[config.mk]
export PLATFORM = sky130hd
export DESIGN_NAME = return_rotate_instr_exec
export DESIGN_NICKNAME = d
export VERILOG_FILES = /design/src/hw/rr_exec_pkg.sv /design/src/hw/file_ram.sv /design/src/hw/return_rotate_instr_exec.sv
export SDC_FILE = /design/constraint.sdc
export NUM_CORES = 2
export LEC_CHECK = 0
export BUFFER_PORTS_ARGS = -buffer_cell sky130_fd_sc_hd__buf_2
export CORE_ASPECT_RATIO = 1.25
export CORE_MARGIN = 2
export CORE_UTILIZATION = 50
export DETAILED_ROUTE_END_ITERATION = 12
export PLACE_DENSITY = 0.75
export SYNTH_ARGS = -nofsm -noshare
export SYNTH_HDL_FRONTEND = slang
export SYNTH_SLANG_ARGS = --single-unit
[constraint.sdc]
create_clock -name clk_sys -period 6.2 [get_ports clk_sys]
set_input_delay 0.93 -clock clk_sys [delete_from_list [all_inputs] [get_ports clk_sys]]
set_output_delay 0.93 -clock clk_sys [all_outputs]
set_load 0.02 [all_outputs]
[src/hw/rr_exec_pkg.sv]
// Constants, types and register map of the return and rotate executor
package rr_exec_pkg;

  // ***************************************************************
  // Instruction cycle
  // ***************************************************************
  localparam logic [1:0] PHASE_Q1 = 2'h0;   // Decode
  localparam logic [1:0] PHASE_Q2 = 2'h1;   // Read operand
  localparam logic [1:0] PHASE_Q3 = 2'h2;   // Process
  localparam logic [1:0] PHASE_Q4 = 2'h3;   // Write back

  // ***************************************************************
  // Register map (byte addresses)
  // ***************************************************************
  localparam logic [11:0] OFF_INSTR     = 12'h000; // Opcode, starts it
  localparam logic [11:0] OFF_EXEC_STAT = 12'h004; // Busy, illegal
  localparam logic [11:0] OFF_WORK      = 12'h008; // Working register
  localparam logic [11:0] OFF_CPU_STAT  = 12'h00C; // CPU status
  localparam logic [11:0] OFF_ALU_STAT  = 12'h010; // Carry lives here
  localparam logic [11:0] OFF_PC        = 12'h014; // Program counter
  localparam logic [11:0] OFF_PC_HIGH   = 12'h018; // High latch
  localparam logic [11:0] OFF_STACK_TOP = 12'h01C; // Read-only view
  localparam logic [1:0]  MEM_SEL       = 2'h1;    // addr[11:10] = 01

  // ***************************************************************
  // Field positions and reset values
  // ***************************************************************
  localparam int          GLINT_BIT    = 4;      // Global irq disable
  localparam int          CARRY_BIT    = 0;      // Carry flag
  localparam int          BUSY_BIT     = 0;      // Execution running
  localparam int          ILLEGAL_BIT  = 1;      // Unknown opcode seen
  localparam logic [7:0]  CPU_STAT_RST = 8'h10;  // Interrupts off
  localparam logic [7:0]  ALU_STAT_RST = 8'h00;
  localparam logic [7:0]  WORK_RST     = 8'h00;
  localparam logic [15:0] PC_RST       = 16'h0000;
  localparam logic [7:0]  PC_HIGH_RST  = 8'h00;

  // ***************************************************************
  // Opcodes
  // ***************************************************************
  localparam logic [15:0] OP_RET_IRQ = 16'h0005; // return_from_irq
  localparam logic [15:0] OP_RET_SUB = 16'h0002; // Subroutine return
  localparam logic [7:0]  OP_RET_LIT = 8'hB6;    // return_with_literal
  localparam logic [6:0]  OP_ROT_LC  = 7'h0D;    // rotate_left_carry
  localparam logic        DEST_WORK  = 1'h0;     // Result to working

  // ***************************************************************
  // Bus answers and states
  // ***************************************************************
  localparam logic [1:0] RESP_OKAY   = 2'h0;
  localparam logic [1:0] RESP_SLVERR = 2'h2;

  typedef enum logic [1:0] {
    ST_IDLE     = 2'h0,   // Waiting for an opcode
    ST_EXEC     = 2'h1,   // First instruction cycle
    ST_IDLE_CYC = 2'h3    // Second, idle instruction cycle
  } exec_state_t;

endpackage

[src/hw/file_ram.sv]
// File register memory, 256 bytes, registered read data
module file_ram (
  input  wire logic       clk_sys,
  input  wire logic       rst_n,
  input  wire logic [7:0] addr,
  input  wire logic       we,
  input  wire logic [7:0] wdata,
  output logic      [7:0] rdata
);

  logic [7:0] mem [0:255];   // Storage, left uninitialised

  // Write port
  always_ff @(posedge clk_sys) begin
    if (we) begin
      mem[addr] <= wdata;
    end
  end

  // Read data leave through a flop, one cycle after the address
  always_ff @(posedge clk_sys or negedge rst_n) begin
    if (!rst_n) begin
      rdata <= 8'h00;
    end else begin
      rdata <= mem[addr];
    end
  end

endmodule // file_ram

[src/hw/return_rotate_instr_exec.sv]
// Executor for return and rotate-through-carry instructions
module return_rotate_instr_exec
  import rr_exec_pkg::*;
(
  input  wire logic        clk_sys,
  input  wire logic        nrst,
  input  wire logic [11:0] awaddr,
  input  wire logic        awvalid,
  output logic             awready,
  input  wire logic [31:0] wdata,
  input  wire logic [3:0]  wstrb,
  input  wire logic        wvalid,
  output logic             wready,
  output logic [1:0]       bresp,
  output logic             bvalid,
  input  wire logic        bready,
  input  wire logic [11:0] araddr,
  input  wire logic        arvalid,
  output logic             arready,
  output logic [31:0]      rdata,
  output logic [1:0]       rresp,
  output logic             rvalid,
  input  wire logic        rready,
  input  wire logic [15:0] stack_top,
  output logic             stack_pop
);

  // ***************************************************************
  // Reset release
  // ***************************************************************
  logic       rst_meta;              // First stage
  logic       rst_n;                 // Released copy used everywhere

  // Assertion is immediate, release waits two edges
  always_ff @(posedge clk_sys or negedge nrst) begin
    if (!nrst) begin
      rst_meta <= 1'b0;
      rst_n    <= 1'b0;
    end else begin
      rst_meta <= 1'b1;
      rst_n    <= rst_meta;
    end
  end

  // ***************************************************************
  // State
  // ***************************************************************
  exec_state_t state_reg, state_next;  // Instruction sequencer
  logic [1:0]  phase_reg;              // Q1..Q4 within a cycle
  logic [15:0] instr_reg;              // Opcode under execution
  logic [7:0]  operand_reg;            // File value latched in Q3
  logic [7:0]  work_reg, work_next;    // working_reg
  logic [7:0]  cpu_stat_reg, cpu_stat_next;  // cpu_status_reg
  logic [7:0]  alu_stat_reg, alu_stat_next;  // Holds carry
  logic [15:0] pc_reg, pc_next;        // Program counter
  logic [7:0]  pc_high_reg, pc_high_next;    // pc_high_latch
  logic        illegal_reg, illegal_next;    // Sticky decode error
  logic [11:0] aw_addr_reg;            // Held write address
  logic        aw_full_reg, w_full_reg;
  logic [31:0] w_data_reg;
  logic [3:0]  w_strb_reg;
  logic [11:0] ar_addr_reg;            // Held read address
  logic        rd_wait_reg;            // Memory read in flight
  logic [7:0]  mem_rdata;

  // ***************************************************************
  // Decode
  // ***************************************************************
  wire busy      = (state_reg != ST_IDLE);
  wire in_exec   = (state_reg == ST_EXEC);
  wire q3        = in_exec && (phase_reg == PHASE_Q3);
  wire q4        = in_exec && (phase_reg == PHASE_Q4);
  wire is_ret_irq = (instr_reg == OP_RET_IRQ);
  wire is_ret_sub = (instr_reg == OP_RET_SUB);
  wire is_ret_lit = (instr_reg[15:8] == OP_RET_LIT);
  wire is_rot     = (instr_reg[15:9] == OP_ROT_LC);
  wire dest_file  = is_rot && (instr_reg[8] != DEST_WORK);
  wire is_return  = is_ret_irq || is_ret_sub || is_ret_lit;
  wire [7:0] rot_val = {operand_reg[6:0], alu_stat_reg[CARRY_BIT]};
  wire       rot_out = operand_reg[7];

  // ***************************************************************
  // Bus write path
  // ***************************************************************
  wire wr_fire  = aw_full_reg && w_full_reg && !bvalid && !busy;
  wire [11:0] wa = aw_addr_reg;
  wire wr_mem   = (wa[11:10] == MEM_SEL);
  wire wr_instr = wr_fire && (wa == OFF_INSTR);
  wire wr_stat  = wr_fire && (wa == OFF_EXEC_STAT);
  wire wr_work  = wr_fire && (wa == OFF_WORK) && w_strb_reg[0];
  wire wr_cpu   = wr_fire && (wa == OFF_CPU_STAT) && w_strb_reg[0];
  wire wr_alu   = wr_fire && (wa == OFF_ALU_STAT) && w_strb_reg[0];
  wire wr_pc    = wr_fire && (wa == OFF_PC);
  wire wr_high  = wr_fire && (wa == OFF_PC_HIGH) && w_strb_reg[0];
  wire wa_known = wr_mem || (wa == OFF_INSTR) || (wa == OFF_EXEC_STAT)
                  || (wa == OFF_WORK) || (wa == OFF_CPU_STAT)
                  || (wa == OFF_ALU_STAT) || (wa == OFF_PC)
                  || (wa == OFF_PC_HIGH) || (wa == OFF_STACK_TOP);
  wire opc_known = (w_data_reg[15:0] == OP_RET_IRQ)
                   || (w_data_reg[15:0] == OP_RET_SUB)
                   || (w_data_reg[15:8] == OP_RET_LIT)
                   || (w_data_reg[15:9] == OP_ROT_LC);
  wire start    = wr_instr && opc_known;

  assign awready = !aw_full_reg;
  assign wready  = !w_full_reg;

  // Address and data are held separately and may come in either order
  always_ff @(posedge clk_sys or negedge rst_n) begin
    if (!rst_n) begin
      aw_full_reg <= 1'b0;
      w_full_reg  <= 1'b0;
      aw_addr_reg <= 12'h000;
      w_data_reg  <= 32'h0000_0000;
      w_strb_reg  <= 4'h0;
    end else begin
      if (awvalid && awready) begin
        aw_full_reg <= 1'b1;
        aw_addr_reg <= awaddr;
      end else if (wr_fire) begin
        aw_full_reg <= 1'b0;
      end
      if (wvalid && wready) begin
        w_full_reg <= 1'b1;
        w_data_reg <= wdata;
        w_strb_reg <= wstrb;
      end else if (wr_fire) begin
        w_full_reg <= 1'b0;
      end
    end
  end

  // Write response; unmapped addresses answer with a slave error
  always_ff @(posedge clk_sys or negedge rst_n) begin
    if (!rst_n) begin
      bvalid <= 1'b0;
      bresp  <= RESP_OKAY;
    end else if (wr_fire) begin
      bvalid <= 1'b1;
      bresp  <= wa_known ? RESP_OKAY : RESP_SLVERR;
    end else if (bready) begin
      bvalid <= 1'b0;
    end
  end

  // ***************************************************************
  // Bus read path
  // ***************************************************************
  // Reads wait while an instruction runs, so no field moves under them
  assign arready = !rvalid && !rd_wait_reg && !busy
                   && !(aw_full_reg && w_full_reg && !bvalid);
  wire ar_fire = arvalid && arready;
  wire rd_mem  = (araddr[11:10] == MEM_SEL);
  logic [31:0] rd_mux;
  logic        rd_known;

  // Register read selection
  always_comb begin
    rd_known = 1'b1;
    rd_mux   = 32'h0000_0000;
    case (araddr)
      OFF_INSTR:     rd_mux = {16'h0000, instr_reg};
      OFF_EXEC_STAT: rd_mux = {30'h0000_0000, illegal_reg, busy};
      OFF_WORK:      rd_mux = {24'h00_0000, work_reg};
      OFF_CPU_STAT:  rd_mux = {24'h00_0000, cpu_stat_reg};
      OFF_ALU_STAT:  rd_mux = {24'h00_0000, alu_stat_reg};
      OFF_PC:        rd_mux = {16'h0000, pc_reg};
      OFF_PC_HIGH:   rd_mux = {24'h00_0000, pc_high_reg};
      OFF_STACK_TOP: rd_mux = {16'h0000, stack_top};
      default:       rd_known = 1'b0;
    endcase
  end

  // Registers answer next cycle, memory one cycle later
  always_ff @(posedge clk_sys or negedge rst_n) begin
    if (!rst_n) begin
      rvalid      <= 1'b0;
      rdata       <= 32'h0000_0000;
      rresp       <= RESP_OKAY;
      rd_wait_reg <= 1'b0;
      ar_addr_reg <= 12'h000;
    end else if (ar_fire && rd_mem) begin
      rd_wait_reg <= 1'b1;
      ar_addr_reg <= araddr;
    end else if (ar_fire) begin
      rvalid <= 1'b1;
      rdata  <= rd_mux;
      rresp  <= rd_known ? RESP_OKAY : RESP_SLVERR;
    end else if (rd_wait_reg) begin
      rd_wait_reg <= 1'b0;
      rvalid      <= 1'b1;
      rdata       <= {24'h00_0000, mem_rdata};
      rresp       <= RESP_OKAY;
    end else if (rready) begin
      rvalid <= 1'b0;
    end
  end

  // ***************************************************************
  // File register memory
  // ***************************************************************
  wire [7:0] mem_addr = busy    ? instr_reg[7:0] :
                        wr_fire ? wa[9:2] : araddr[9:2];
  wire mem_we = (q4 && dest_file) ||
                (wr_fire && wr_mem && w_strb_reg[0]);
  wire [7:0] mem_wdata = busy ? rot_val : w_data_reg[7:0];

  file_ram file_ram_inst (
    .clk_sys (clk_sys),
    .rst_n   (rst_n),
    .addr    (mem_addr),
    .we      (mem_we),
    .wdata   (mem_wdata),
    .rdata   (mem_rdata)
  );

  // ***************************************************************
  // Sequencer
  // ***************************************************************
  // Returns take a second, idle instruction cycle
  always_comb begin
    state_next = state_reg;
    case (state_reg)
      ST_IDLE:     if (start) state_next = ST_EXEC;
      ST_EXEC:     if (phase_reg == PHASE_Q4) begin
                     state_next = is_return ? ST_IDLE_CYC : ST_IDLE;
                   end
      ST_IDLE_CYC: if (phase_reg == PHASE_Q4) state_next = ST_IDLE;
      default:     state_next = ST_IDLE;
    endcase
  end

  // Phase divider runs only while an instruction is in flight
  always_ff @(posedge clk_sys or negedge rst_n) begin
    if (!rst_n) begin
      state_reg   <= ST_IDLE;
      phase_reg   <= PHASE_Q1;
      instr_reg   <= 16'h0000;
      operand_reg <= 8'h00;
    end else begin
      state_reg <= state_next;
      phase_reg <= busy ? phase_reg + 2'h1 : PHASE_Q1;
      if (wr_instr) instr_reg <= w_data_reg[15:0];
      if (q3) operand_reg <= mem_rdata;
    end
  end

  // ***************************************************************
  // Architectural registers
  // ***************************************************************
  assign stack_pop = q4 && is_return;

  assign work_next = wr_work ? w_data_reg[7:0] :
                     (q4 && is_rot && !dest_file) ? rot_val :
                     (q4 && is_ret_lit) ? instr_reg[7:0] :
                     work_reg;
  always_comb begin
    cpu_stat_next = wr_cpu ? w_data_reg[7:0] : cpu_stat_reg;
    if (q3 && is_ret_irq) cpu_stat_next[GLINT_BIT] = 1'b0;
  end
  always_comb begin
    alu_stat_next = wr_alu ? w_data_reg[7:0] : alu_stat_reg;
    if (q4 && is_rot) alu_stat_next[CARRY_BIT] = rot_out;
  end
  // Only the popped value reaches the counter; the latch stays put
  assign pc_next = (q4 && is_return) ? stack_top :
                   {wr_pc && w_strb_reg[1] ? w_data_reg[15:8] : pc_reg[15:8],
                    wr_pc && w_strb_reg[0] ? w_data_reg[7:0] : pc_reg[7:0]};
  assign pc_high_next = wr_high ? w_data_reg[7:0] : pc_high_reg;
  // A new error outranks a clear in the same cycle
  assign illegal_next = (wr_instr && !opc_known) ||
                        (illegal_reg && !(wr_stat && w_strb_reg[0]
                                          && w_data_reg[ILLEGAL_BIT]));

  always_ff @(posedge clk_sys or negedge rst_n) begin
    if (!rst_n) begin
      work_reg     <= WORK_RST;
      cpu_stat_reg <= CPU_STAT_RST;
      alu_stat_reg <= ALU_STAT_RST;
      pc_reg       <= PC_RST;
      pc_high_reg  <= PC_HIGH_RST;
      illegal_reg  <= 1'b0;
    end else begin
      work_reg     <= work_next;
      cpu_stat_reg <= cpu_stat_next;
      alu_stat_reg <= alu_stat_next;
      pc_reg       <= pc_next;
      pc_high_reg  <= pc_high_next;
      illegal_reg  <= illegal_next;
    end
  end
endmodule // return_rotate_instr_exec

==> flow_summary.ini <==
[cts]
cts_root_buffer = clkbuf_16
clk_pin_slew_ns = 0.06
cts_inserted_buffers = 192
cts_tree = built
worst_skew_pair.late_latency_ns = 0.89
cts_resized = 0
clk_path_buf_depth = 3
cts.sinks = 2188
h-tree-depth = 4
cts_setup_buffers = 0

[setup_path]
setup.worst_path.class = flop to flop
worstPathRequired_ns = 6.88
end_kind = flop
crit_fanout = 34
cp_data_arrival_time_ns = 6.28
startpoint_type = flop

[synth]
synthFlopType = edfxtp_1
syn_inst = 6638
yosys_warnings = 0
synth.avg_cell_area_sq_um = 13.3
synth.distinct_cells = 68
synth-edff-count = 2048
syn_area_sq_um = 88600
yosysSeqAreaShare = 0.734
async_reset_ff_frac = 0.0640
synth-seq-cells = 2188

[floorplan]
die-area_sq_um = 181000
die_h_um = 475
start_util = 0.504
num_rows = 172
die_w_um = 380
pin_count = 125
coreArea_sq_um = 176000

[power]
p_sw_frac = 0.376
p_sw_mw = 17.1
p_int_mw = 28.3
vdd_ir_drop_max_v = 0.000423
power_leakage_nw = 33.9
seq_power_share = 0.415
powerDensity_nw_per_um2 = 458
share_comb_of_total_power = 0.324
clkPwrFrac = 0.261

[grt]
antenna_found_initial = 23
grt.total_usage = 0.326
overflow = 0
grt_max_degree = 232
grt_pass1_wl_um = 420000
grt_pass1_vias = 57602

[place]
gp_congestion = 1.04
dp.final_hpwl_um = 191000
placed_cells = 8922
port_buffers = 88

[timing]
hold_violations = 0
finClkSkew_ns = 0.0483
fmax_mhz = 179
rsz0062_at_grt = false
finalSetupViolations = 0
fin_crit_ns = 5.60
tightestPinTransition_ns = 1.56
relSlewSlack = -0.0453
final.period_utilization = 0.903
drv_slew = 11
fin_tns_setup_ns = 0

[routing]
wl_per_cell_um = 32.1
routed_wl_um = 298000
drc_errors = 0
drt_iter0_markers = 10003
vias = 61439
viasPerCell = 6.61
drt.antenna.violating_nets = 0
dr.pass1.iters = 8

[final_layout]
area_growth_pct = 12.0
seq_area_sq_um = 65000
top_register = file_ram_inst.mem
final_cells = 9290
drive_above_1_share = 0.117
largest_reg_flops = 2048
layout.nets = 6854
fill_cells = 13501
multi_input_comb_area_sq_um = 21600

[run]
drv_cap = 2

[status]
violations = max-capacitance violations, max-slew violations
status = finished, violations left

[min_path]
hp-class = input pin to flop
## power by group through the flow
stage | sequential (mW) | clock, mW | combinational [mW]
after floorplan | 19.6 | 0 | 7.76
final | 18.8 | 11.9 | 14.7
after global placement | 19.1 | 0 | 13.7
after CTS | 18.8 | 11.8 | 14.1
after global routing | 18.8 | 12.4 | 15.1
after detailed placement | 19.1 | 0 | 14.0
## path summary, 6_finish.rpt
path	from	to	slack, ns	cells after the start
worst min-delay path	bready	bvalid	0.24	2
max in group asynchronous	rst_n	cpu_stat_reg[3]	4.21	1
worst max register to register	state_reg[1]	file_ram_inst.rdata[5]	0.60	13
min in group asynchronous	nrst	rst_n	0.38	2
worst min register to register	rst_meta	rst_n	0.35	0
worst max-delay path	state_reg[1]	file_ram_inst.rdata[5]	0.60	13
## cells in the mapped netlist (8+ instances only)
library cell     n  share of area
a222oi_1        14         0.0016
nand4_1         57         0.0040
nand3b_1         8        0.00068
and3_1         261          0.018
mux2i_1        131          0.015
edfxtp_1      2048           0.69
buf_4           34         0.0029
a21oi_1         77         0.0044
a31oi_1        274          0.019
nand2_1       1447          0.061
nand3_1        513          0.029
nor3_1          17        0.00096
nor4_1          26         0.0018
nor2_1         365          0.015
a2111oi_0       86         0.0085
mux2_2          74         0.0094
a311oi_1        35         0.0035
o21ai_0         44         0.0025
a211oi_1       285          0.024
clkbuf_1       197         0.0083
a22oi_1        102         0.0086
inv_1           15        0.00064
o22ai_1          9        0.00064
buf_2          212          0.012
dfrtp_1        139          0.039
buf_1           49         0.0021
a32oi_1         15         0.0015
## worst max-delay path, cell delays in order, from the launching register on
cell,delay [ns]
dfrtp_1,0.44
or2_1,0.45
buf_4,0.32
a211oi_1,0.47
nor2_4,0.29
buf_4,0.32
buf_4,0.30
nand2_1,0.12
a21oi_1,0.06
o21ai_0,0.77
buf_4,0.24
nand3_1,0.16
nor4_2,1.11
nand4_1,0.27
## logic make-up (layout without fill, tap and decap cells)
kind of cell	Yosys count	after routing	synth area share
AO/OA/AOI/OAI	1003	1003	0.0808
adder cells (fa/ha/maj)	2	2	0.000282
buffers and inverters	511	783	0.0264
flip-flops	2188	2188	0.734
multiplexers	205	205	0.0242
other	2	33	0.0000848
AND/OR/NAND/NOR	2727	2727	0.134
## placed cells by master, fill, tap and decap left out, types with 19 or more instances in the layout
master,n
edfxtp_1,2048
o21ai_0,43
a22oi_1,102
a21oi_1,75
nand2_1,1437
conb_1,19
clkinv_2,34
dfrtp_1,138
clkbuf_16,193
nand4_1,57
nand3_1,512
a31oi_1,271
mux2_2,74
and3_1,261
buf_2,89
a211oi_1,285
clkbuf_1,50
buf_12,40
nor4_1,24
a2111oi_0,56
a311oi_1,35
nor2_1,359
clkinv_1,36
buf_4,284
mux2i_1,131
## final cells by class
class	instances	area share
antenna	14	0.000353
clock buffer	244	0.0507
clock inverter	108	0.0109
inverter	15	0.000568
multi-input combinational	3956	0.218
sequential	2188	0.655
tap	2349	0.0296
timing repair buffer	416	0.0343
## layer usage
metal	GRT usage	routed length, um
met1	0.382	94600
met2	0.496	133000
met3	0.0908	38400
met4	0.283	31800
met5	0	121
## repair_timing
| action | in CTS | in global routing |
|---|---|---|
| hold buffers | 1 | 0 |
| endpoints found under the hold margin | 2 | 0 |
| endpoints found under the setup margin | 0 | 0 |
## through the flow
stage	hold WS, ns	worst slack (ns)	cell area [sq um]	total power, mW	utilization
final	0.238	0.602	99200	45.4	0.564
after global routing	0.256	0.687	99200	46.3	0.564
after CTS	0.228	0.897	99100	44.7	0.564
after detailed placement	0.343	0.936	93000	33.1	0.529
after global placement	0.340	1.00	93000	32.8	0.529
after floorplan	0.331	0.483	88700	27.3	-
Power figures use the tool's default switching activity.
